## src/rtl/pmtx_consts.svh

```systemverilog
// Purpose: constants for the performance monitor transactional extensions
// Assumes: included by bare name
// Notes:   record offsets are byte offsets within one sample record
`ifndef PMTX_CONSTS_SVH
`define PMTX_CONSTS_SVH
`define PMTX_OFF_NEXT_IP      8'h08
`define PMTX_OFF_TRIG_IP      8'hB0
`define PMTX_OFF_ABORT_INFO   8'hB8
`define PMTX_RT_DMND_DATA     0
`define PMTX_RT_DMND_OWN      1
`define PMTX_RT_DMND_CODE     2
`define PMTX_RT_PF_DATA       4
`define PMTX_RT_PF_OWN        5
`define PMTX_RT_PF_CODE       6
`define PMTX_RT_OTHER         15
`define PMTX_RT_MASK          16'h8077
`define PMTX_SEL_MASK         64'h0000_003F_FFFF_8077
`define PMTX_EVS_IN_TX        32
`define PMTX_EVS_CP           33
`define PMTX_EVS_CP_INDEX     2
`define PMTX_EV_ELIDED_CODE   8'hC8
`define PMTX_EV_RESTR_CODE    8'hC9
`define PMTX_EV_ABORT_MASK    8'h04
`define PMTX_AI_ELIDED        32
`define PMTX_AI_RESTR         33
`define PMTX_AI_INSTR         34
`define PMTX_AI_NONINSTR      35
`define PMTX_AI_RETRY         36
`define PMTX_AI_CONFLICT      37
`define PMTX_AI_CAP_WR        38
`define PMTX_AI_CAP_RD        39
`define PMTX_ZERO64           64'h0000_0000_0000_0000
`endif

```

## src/rtl/pmtx_pkg.sv

```systemverilog
// Purpose: types for the performance monitor transactional extensions
// Assumes: nothing
// Notes:   one-hot record writer states
package pmtx_pkg;
	typedef enum logic [3:0] {
		PMTX_IDLE  = 4'h1,
		PMTX_W_NIP = 4'h2,
		PMTX_W_TIP = 4'h4,
		PMTX_W_AI  = 4'h8
	} pmtx_state_t;
endpackage

```

## src/rtl/pmtx_sel_mem.sv

```systemverilog
// Purpose: storage for the per-counter selector registers
// Assumes: one write port, one registered read port
// Notes:   read data lag the address by one cycle
`timescale 1ns/1ps
`default_nettype none
module pmtx_sel_mem #(
	parameter int DEPTH = 4,
	parameter int AW    = 2
) (
	input  wire logic          clk_sys_i,
	input  wire logic          we_i,
	input  wire logic [AW-1:0] waddr_i,
	input  wire logic [63:0]   wdata_i,
	input  wire logic [AW-1:0] raddr_i,
	output var  logic [63:0]   rdata_o
);
	logic [63:0] mem [DEPTH];

	always_ff @(posedge clk_sys_i) begin
		if (we_i)
			mem[waddr_i] <= wdata_i;
		rdata_o <= mem[raddr_i];
	end
endmodule // pmtx_sel_mem
`default_nettype wire

```

## src/rtl/pmtx_core.sv

```systemverilog
// Purpose: transactional filters, offcore match and sample record writer
// Assumes: selector writes arrive as register strobes; record written
//          as three words on rec_we_o
// Notes:   counters are 48 bit; checkpoint is kept for counter two
//
// Operation
// - record B0H holds triggering instruction pointer
// - record 08H holds next instruction pointer
// - offcore selector: request, supplier, snoop fields
// - bits 0-2 match demand and L1 reads
// - bits 4-6 match second-level prefetch reads
// - bit 15 matches any other interconnect request
// - in-transaction filter counts only inside regions
// - checkpoint filter drops aborted-region events
// - abort restores checkpointed counter to pre-region value
// - no filters: count aborted and committed runs
// - sample inside region aborts region first
// - abort events support precise sampling
// - pending sample inside region forces abort
// - abort case: 08H, B0H and B8H all valid
// - pointer and abort info always filled
// - abort case 08H holds restart address
// - abort info cycles, elided, restricted flags
// - abort info instruction, unrelated, retry flags
// - abort info conflict, write, read capacity
// - precise counter overflow starts a record
`timescale 1ns/1ps
`default_nettype none
`include "pmtx_consts.svh"
module pmtx_core
	import pmtx_pkg::*;
#(
	parameter int NCNT = 4,
	parameter int CW   = 48
) (
	input  wire logic                    clk_sys_i,
	input  wire logic                    reset_i,
	input  wire logic                    sel_we_i,
	input  wire logic                    sel_is_offcore_i,
	input  wire logic [$clog2(NCNT)-1:0] sel_idx_i,
	input  wire logic [63:0]             sel_wdata_i,
	input  wire logic [$clog2(NCNT)-1:0] sel_ridx_i,
	input  wire logic [NCNT-1:0]         precise_en_i,
	input  wire logic [NCNT-1:0]         event_i,
	input  wire logic [15:0]             req_type_i,
	input  wire logic                    req_valid_i,
	input  wire logic                    tx_active_i,
	input  wire logic                    tx_commit_i,
	input  wire logic                    tx_abort_i,
	input  wire logic                    tx_elided_i,
	input  wire logic [5:0]              abort_cause_i,
	input  wire logic [63:0]             retire_ip_i,
	input  wire logic [63:0]             next_ip_i,
	input  wire logic [63:0]             restart_ip_i,
	output var  logic [63:0]             sel_rdata_o,
	output var  logic [63:0]             offcore_rdata_o,
	output var  logic [NCNT*CW-1:0]      count_o,
	output var  logic                    offcore_hit_o,
	output var  logic                    force_abort_o,
	output var  logic                    rec_we_o,
	output var  logic [7:0]              rec_off_o,
	output var  logic [63:0]             rec_data_o
);
	localparam int IW = $clog2(NCNT);

	// -------------------------------------------------------------
	// offcore request matching
	// -------------------------------------------------------------
	logic [63:0] offcore_sel, next_offcore_sel;
	logic        next_offcore_hit;

	function automatic logic rt_match(input logic [15:0] sel,
		input logic [15:0] req);
		rt_match = |(sel & req & `PMTX_RT_MASK);
	endfunction

	always_comb begin
		next_offcore_sel = offcore_sel;
		if (sel_we_i && sel_is_offcore_i)
			next_offcore_sel = sel_wdata_i & `PMTX_SEL_MASK;
		next_offcore_hit = req_valid_i && rt_match(offcore_sel[15:0], req_type_i);
	end

	always_ff @(posedge clk_sys_i) begin
		if (reset_i) begin
			offcore_sel   <= `PMTX_ZERO64;
			offcore_hit_o <= 1'b0;
		end else begin
			offcore_sel   <= next_offcore_sel;
			offcore_hit_o <= next_offcore_hit;
		end
	end
	assign offcore_rdata_o = offcore_sel;

	// -------------------------------------------------------------
	// selectors and filters
	// -------------------------------------------------------------
	logic [NCNT-1:0] in_tx_f, cp_f, next_in_tx_f, next_cp_f;

	pmtx_sel_mem #(.DEPTH(NCNT), .AW(IW)) u_mem (
		.clk_sys_i (clk_sys_i),
		.we_i      (sel_we_i && !sel_is_offcore_i),
		.waddr_i   (sel_idx_i),
		.wdata_i   (sel_wdata_i),
		.raddr_i   (sel_ridx_i),
		.rdata_o   (sel_rdata_o)
	);

	always_comb begin
		next_in_tx_f = in_tx_f;
		next_cp_f    = cp_f;
		if (sel_we_i && !sel_is_offcore_i) begin
			next_in_tx_f[sel_idx_i] = sel_wdata_i[`PMTX_EVS_IN_TX];
			// the filter exists only on counter two; elsewhere the bit is ignored
			next_cp_f[sel_idx_i] = sel_wdata_i[`PMTX_EVS_CP] &&
				(sel_idx_i == IW'(`PMTX_EVS_CP_INDEX));
		end
	end

	// -------------------------------------------------------------
	// counters with checkpoint
	// -------------------------------------------------------------
	logic [CW-1:0]   cnt [NCNT], next_cnt [NCNT];
	logic [CW-1:0]   ckpt [NCNT], next_ckpt [NCNT];
	logic            tx_prev, next_tx_prev;
	logic [NCNT-1:0] ovf;

	always_comb begin
		next_tx_prev = tx_active_i;
		for (int i = 0; i < NCNT; i++) begin
			next_cnt[i]  = cnt[i];
			next_ckpt[i] = ckpt[i];
			ovf[i]       = 1'b0;
			if (tx_active_i && !tx_prev)
				next_ckpt[i] = cnt[i];
			// in-tx filter drops outside events; no filter counts all
			if (event_i[i] && (!in_tx_f[i] || tx_active_i)) begin
				next_cnt[i] = cnt[i] + CW'(1);
				ovf[i]      = &cnt[i];
			end
			if (tx_abort_i && cp_f[i]) begin
				next_cnt[i] = ckpt[i];
				ovf[i]      = 1'b0;
			end
		end
	end

	always_ff @(posedge clk_sys_i) begin
		if (reset_i) begin
			in_tx_f <= '0;
			cp_f    <= '0;
			tx_prev <= 1'b0;
			for (int i = 0; i < NCNT; i++) begin
				cnt[i]  <= '0;
				ckpt[i] <= '0;
			end
		end else begin
			in_tx_f <= next_in_tx_f;
			cp_f    <= next_cp_f;
			tx_prev <= next_tx_prev;
			for (int i = 0; i < NCNT; i++) begin
				cnt[i]  <= next_cnt[i];
				ckpt[i] <= next_ckpt[i];
			end
		end
	end

	always_comb begin
		for (int i = 0; i < NCNT; i++)
			count_o[i*CW +: CW] = cnt[i];
	end

	// -------------------------------------------------------------
	// precise sample record writer
	// -------------------------------------------------------------
	pmtx_state_t state, next_state;
	logic        pend, next_pend;
	logic        abort_case, next_abort_case;
	logic [31:0] tx_cycles, next_tx_cycles, last_cycles, next_last_cycles;
	logic [63:0] ai, next_ai, tip, next_tip, nip, next_nip;
	logic        next_force_abort, next_rec_we;
	logic [7:0]  next_rec_off;
	logic [63:0] next_rec_data;
	logic        trig;

	always_comb begin
		trig             = |(ovf & precise_en_i);
		next_pend        = pend;
		next_abort_case  = abort_case;
		next_state       = state;
		next_ai          = ai;
		next_tip         = tip;
		next_nip         = nip;
		next_force_abort = 1'b0;
		next_rec_we      = 1'b0;
		next_rec_off     = rec_off_o;
		next_rec_data    = rec_data_o;
		next_tx_cycles   = tx_active_i ? tx_cycles + 32'h0000_0001 : 32'h0000_0000;
		next_last_cycles = last_cycles;
		if ((tx_commit_i || tx_abort_i) && tx_active_i)
			next_last_cycles = tx_cycles + 32'h0000_0001;
		if (trig && !pend) begin
			next_pend = 1'b1;
			next_tip  = retire_ip_i;
			next_nip  = next_ip_i;
			next_abort_case = 1'b0;
		end
		// a sample pending inside a region aborts it before processing
		if ((pend || trig) && tx_active_i && !tx_abort_i)
			next_force_abort = 1'b1;
		if (tx_abort_i && (pend || trig)) begin
			next_abort_case = 1'b1;
			next_nip = restart_ip_i;
			next_ai = {24'h00_0000, abort_cause_i, !tx_elided_i, tx_elided_i,
				(tx_active_i ? tx_cycles + 32'h0000_0001 : last_cycles)};
		end else if (trig && !pend) begin
			next_ai = {30'h0000_0000, 2'b00, next_last_cycles};
		end
		unique case (state)
			PMTX_IDLE: begin
				if (pend && !tx_active_i)
					next_state = PMTX_W_NIP;
			end
			PMTX_W_NIP: begin
				next_rec_we   = 1'b1;
				next_rec_off  = `PMTX_OFF_NEXT_IP;
				next_rec_data = nip;
				next_state    = PMTX_W_TIP;
			end
			PMTX_W_TIP: begin
				next_rec_we   = 1'b1;
				next_rec_off  = `PMTX_OFF_TRIG_IP;
				next_rec_data = tip;
				next_state    = PMTX_W_AI;
			end
			PMTX_W_AI: begin
				next_rec_we   = 1'b1;
				next_rec_off  = `PMTX_OFF_ABORT_INFO;
				next_rec_data = ai;
				next_pend     = 1'b0;
				next_state    = PMTX_IDLE;
			end
		endcase
	end

	always_ff @(posedge clk_sys_i) begin
		if (reset_i) begin
			state         <= PMTX_IDLE;
			pend          <= 1'b0;
			abort_case    <= 1'b0;
			ai            <= `PMTX_ZERO64;
			tip           <= `PMTX_ZERO64;
			nip           <= `PMTX_ZERO64;
			tx_cycles     <= 32'h0000_0000;
			last_cycles   <= 32'h0000_0000;
			force_abort_o <= 1'b0;
			rec_we_o      <= 1'b0;
			rec_off_o     <= 8'h00;
			rec_data_o    <= `PMTX_ZERO64;
		end else begin
			state         <= next_state;
			pend          <= next_pend;
			abort_case    <= next_abort_case;
			ai            <= next_ai;
			tip           <= next_tip;
			nip           <= next_nip;
			tx_cycles     <= next_tx_cycles;
			last_cycles   <= next_last_cycles;
			force_abort_o <= next_force_abort;
			rec_we_o      <= next_rec_we;
			rec_off_o     <= next_rec_off;
			rec_data_o    <= next_rec_data;
		end
	end
endmodule // pmtx_core
`default_nettype wire

```

## config.mk

```make
export PLATFORM = sky130hd
export DESIGN_NAME = pmtx_core
export DESIGN_NICKNAME = d
export VERILOG_FILES = /design/src/rtl/pmtx_pkg.sv /design/src/rtl/pmtx_sel_mem.sv /design/src/rtl/pmtx_core.sv
export VERILOG_INCLUDE_DIRS = /design/src /design/src/rtl
export SDC_FILE = /design/constraint.sdc
export NUM_CORES = 2
export LEC_CHECK = 0
export ABC_AREA = 1
export BUFFER_PORTS_ARGS = -buffer_cell sky130_fd_sc_hd__buf_2
export CAP_MARGIN = 20
export CORE_MARGIN = 3
export CORE_UTILIZATION = 50
export DETAILED_ROUTE_END_ITERATION = 8
export GPL_TIMING_DRIVEN = 0
export HOLD_SLACK_MARGIN = 0.02
export MAX_ROUTING_LAYER = met4
export PLACE_DENSITY_LB_ADDON = 0.05
export SLEW_MARGIN = 10
export SYNTH_ARGS = -nofsm -noshare
export SYNTH_HDL_FRONTEND = slang
export SYNTH_SLANG_ARGS = --single-unit
```

## constraint.sdc

```tcl
create_clock -name clk_sys_i -period 15.6 [get_ports clk_sys_i]
set_input_delay 0.78 -clock clk_sys_i [delete_from_list [all_inputs] [get_ports clk_sys_i]]
set_output_delay 0.78 -clock clk_sys_i [all_outputs]
set_load 0.01 [all_outputs]
```

==> flow_metrics.tcl <==
set metrics [dict create \
    p_clk_frac 0.447 \
    min_path_type "in2reg" \
    fin_skew_ns 0.0296 \
    cap_violations 0 \
    syn_area_sq_um 44200 \
    internal_power_mw 4.53 \
    stdcell_area_sq_um 53100 \
    coreArea_sq_um 87200 \
    crit_path_end_kind "register" \
    postCtsSetupRepairBufs 0 \
    remaining_drc_errors 0 \
    cts_resized 0 \
    seq_area_frac_synth 0.533 \
    wl_mm 157 \
    startpoint_type "register" \
    die-area_sq_um 92000 \
    avgViaCountPerCell 5.46 \
    ys_seq_elements 1048 \
    p_per_area_nw_per_um2 112 \
    rr_startpoint "cnt[2][1]" \
    layout-drive-gt1-share 0.160 \
    async_flop_share 0 \
    first_global_vias 38400 \
    h-tree-depth 3 \
    ant_nets 0 \
    ir_drop_uv 89.2 \
    synth_edf_count 256 \
    critPathKind "reg2reg" \
    max-clock-path-buffers 3 \
    pin_count 694 \
    ys.flop_type "dfxtp_1" \
    clkSinkCount 1048 \
    route.vias.total 41200 \
    tightest_slew_ns 1.14 \
    syn_inst 5462 \
    wl_per_cell_microns 20.8 \
    cp_max_fo 10 \
    setup_viol 0 \
    crit_arrival_ns 3.71 \
    grt_antenna_before_repair 10 \
    globalplace.congestion 0.962 \
    pwr-share-seq 0.488 \
    sw_frac_of_total 0.240 \
    pwr-share-comb 0.065 \
    fin_crit_sh 0.203 \
    dpl.hpwl_mm 118 \
    setup_ws_ns 12.43 \
    netlist.top_cell.by_area "dfxtp_1" \
    numCtsBuffers 109 \
    grt_setup_unrepaired "no" \
    synth_area_leaders "dfxtp_1, edfxtp_1, nand2_1" \
    hp-start "sel_wdata_i[14]" \
    drt_iter0_drc 3756 \
    die_y_microns 303 \
    holdBufCountCts 0 \
    placedInstanceArea_sq_um 49300 \
    clk_pin_slew_ns 0.06 \
    fin_crit_ns 3.17 \
    grt_util_all_layers 0.340 \
    yosys_warnings 0 \
    start_util 0.507 \
    critical_path_required_ns 16.14 \
    syn_area_per_cell_sq_um 8.09 \
    drtPass1Iterations 6 \
    worstSkewPairLatency_ns 0.70 \
    synth.distinct_cells 52 \
    gr-total-overflow 0 \
    netlist.area_leader.share 0.359 \
    final_max_slew_viol_count 0 \
    port_buffers 642 \
    placementRows 108 \
    cts_tree "built" \
    startpoint "cnt[2][1]" \
    area_delta_synth_final_pct 20.1 \
    preCtsSetupSlack_ns 12.03 \
    p_leak_nw 21.1 \
    grt_pass1_wl_mm 232 \
    cts_root_buffer "clkbuf_16" \
    max_slew_margin 0.239 \
    fin_tns_setup_ns 0 \
    fmax_mhz 316 \
    status "finished, final reports clean" \
    power_switching_mw 1.43 \
    die_w_microns 303 \
    hold_violations 0 \
    grt_max_degree 17 \
    layout.nets 6591 \
]
==> synthesized netlist by cell type, types with 7 or more instances <==
master / instances
o211ai_1: 13
o22ai_1: 64
a21oi_2: 19
buf_4: 50
nand3_2: 19
edfxtp_1: 256
xor2_1: 129
buf_2: 30
nor4_1: 14
buf_1: 10
dfxtp_1: 792
o21ai_1: 11
nand2_1: 947
clkbuf_1: 253
nand3_1: 215
nand4_1: 49
xnor2_1: 15
nor2_1: 629
nand2_2: 11
o21ai_0: 683
nor2_2: 15
clkinv_1: 7
a221oi_1: 7
a21oi_1: 403
inv_1: 524
a31oi_1: 169
nor3_1: 71
==> state kept, by name, summed over array words and instances (netlist names), 40 cells and up <==
signal and flops:
rec_data_o 64, u_mem.rdata_o 64, nip 64, ai 40
cnt 192, tip 64, ckpt 192, u_mem.mem 256
==> cell families after synthesis <==
family,after synthesis,share of synthesized area
XOR/XNOR,144,0.0285
other,1,0.0000849
buffers and inverters,886,0.0815
AND/OR/NAND/NOR,1996,0.189
multiplexers,4,0.000906
flip-flops,1048,0.533
adder cells (fa/ha/maj),5,0.00142
AO/OA/AOI/OAI,1378,0.166
==> routing by layer <==
metal	GRT usage	vias up	wire length, microns
met5	-	-	0
met4	0.114	0	5500
met3	0.0508	248	12600
met2	0.542	1724	73200
met1	0.445	19500	65700
li1	-	19800	-
==> metrics by stage <==
stage          hold WS (ns)   util  cells  power (mW)
2_1_floorplan         0.425      -   5500        3.15
3_3_place_gp          0.433  0.562   7297        3.34
3_5_place_dp          0.435  0.566   7331        3.34
4_1_cts               0.261  0.608   7534        5.97
5_1_grt               0.287  0.609   7540        6.13
6_report              0.300  0.609   7547        5.95
==> worst max-delay path, cell delays in order (launching register included) <==
cell and delay [ns]:
dfxtp_1 0.46, ha_1 0.24, nand2_1 0.07, nor2_1 0.20, nand2_1 0.16, nor2_2 0.22
nand2_2 0.17, nor2_1 0.27, nor2_2 0.18, nand3_4 0.17, buf_2 0.32, buf_4 0.25
nand3_1 0.08, nand3_1 0.14, a21oi_2 0.06
==> worst paths after layout <==
check	slack (ns)	cells after the start	end
setup / recovery	12.43	14	nip[62]
setup reg to reg	12.43	14	nip[62]
hold reg to reg	0.45	2	cp_f[3]
hold / removal	0.30	1	u_mem.mem[2][14]
==> power by group through the flow <==
stage               sequential, mW  clock [mW]  combinational (mW)
CTS                           2.90        2.69               0.383
finish                        2.90        2.66               0.386
global placement              2.96           0               0.372
global route                  2.91        2.80               0.422
detailed placement            2.96           0               0.381
floorplan                     2.97           0               0.179
==> cell usage in the layout, fill, tap and decap left out, drive strengths merged, types with 49 or more instances in the layout <==
| cell | instances |
|---|---|
| nand2 | 960 |
| dfxtp | 792 |
| buf | 772 |
| o21ai | 694 |
| nor2 | 649 |
| inv | 532 |
| a21oi | 422 |
| clkbuf | 415 |
| edfxtp | 256 |
| nand3 | 235 |
| a31oi | 169 |
| xor2 | 129 |
| nor3 | 71 |
| o22ai | 64 |
| nand4 | 49 |
==> final cells by class <==
class	count	area, sq um
Antenna cell	13	32.5
Buffer	349	1580
Clock buffer	162	3160
Clock inverter	41	524
Fill cell	8042	34100
Inverter	537	2020
Multi-Input combinational cell	3566	17200
Sequential cell	1048	23500
Tap cell	1155	1450
Timing Repair Buffer	676	3550
Power figures use the tool's default switching activity.
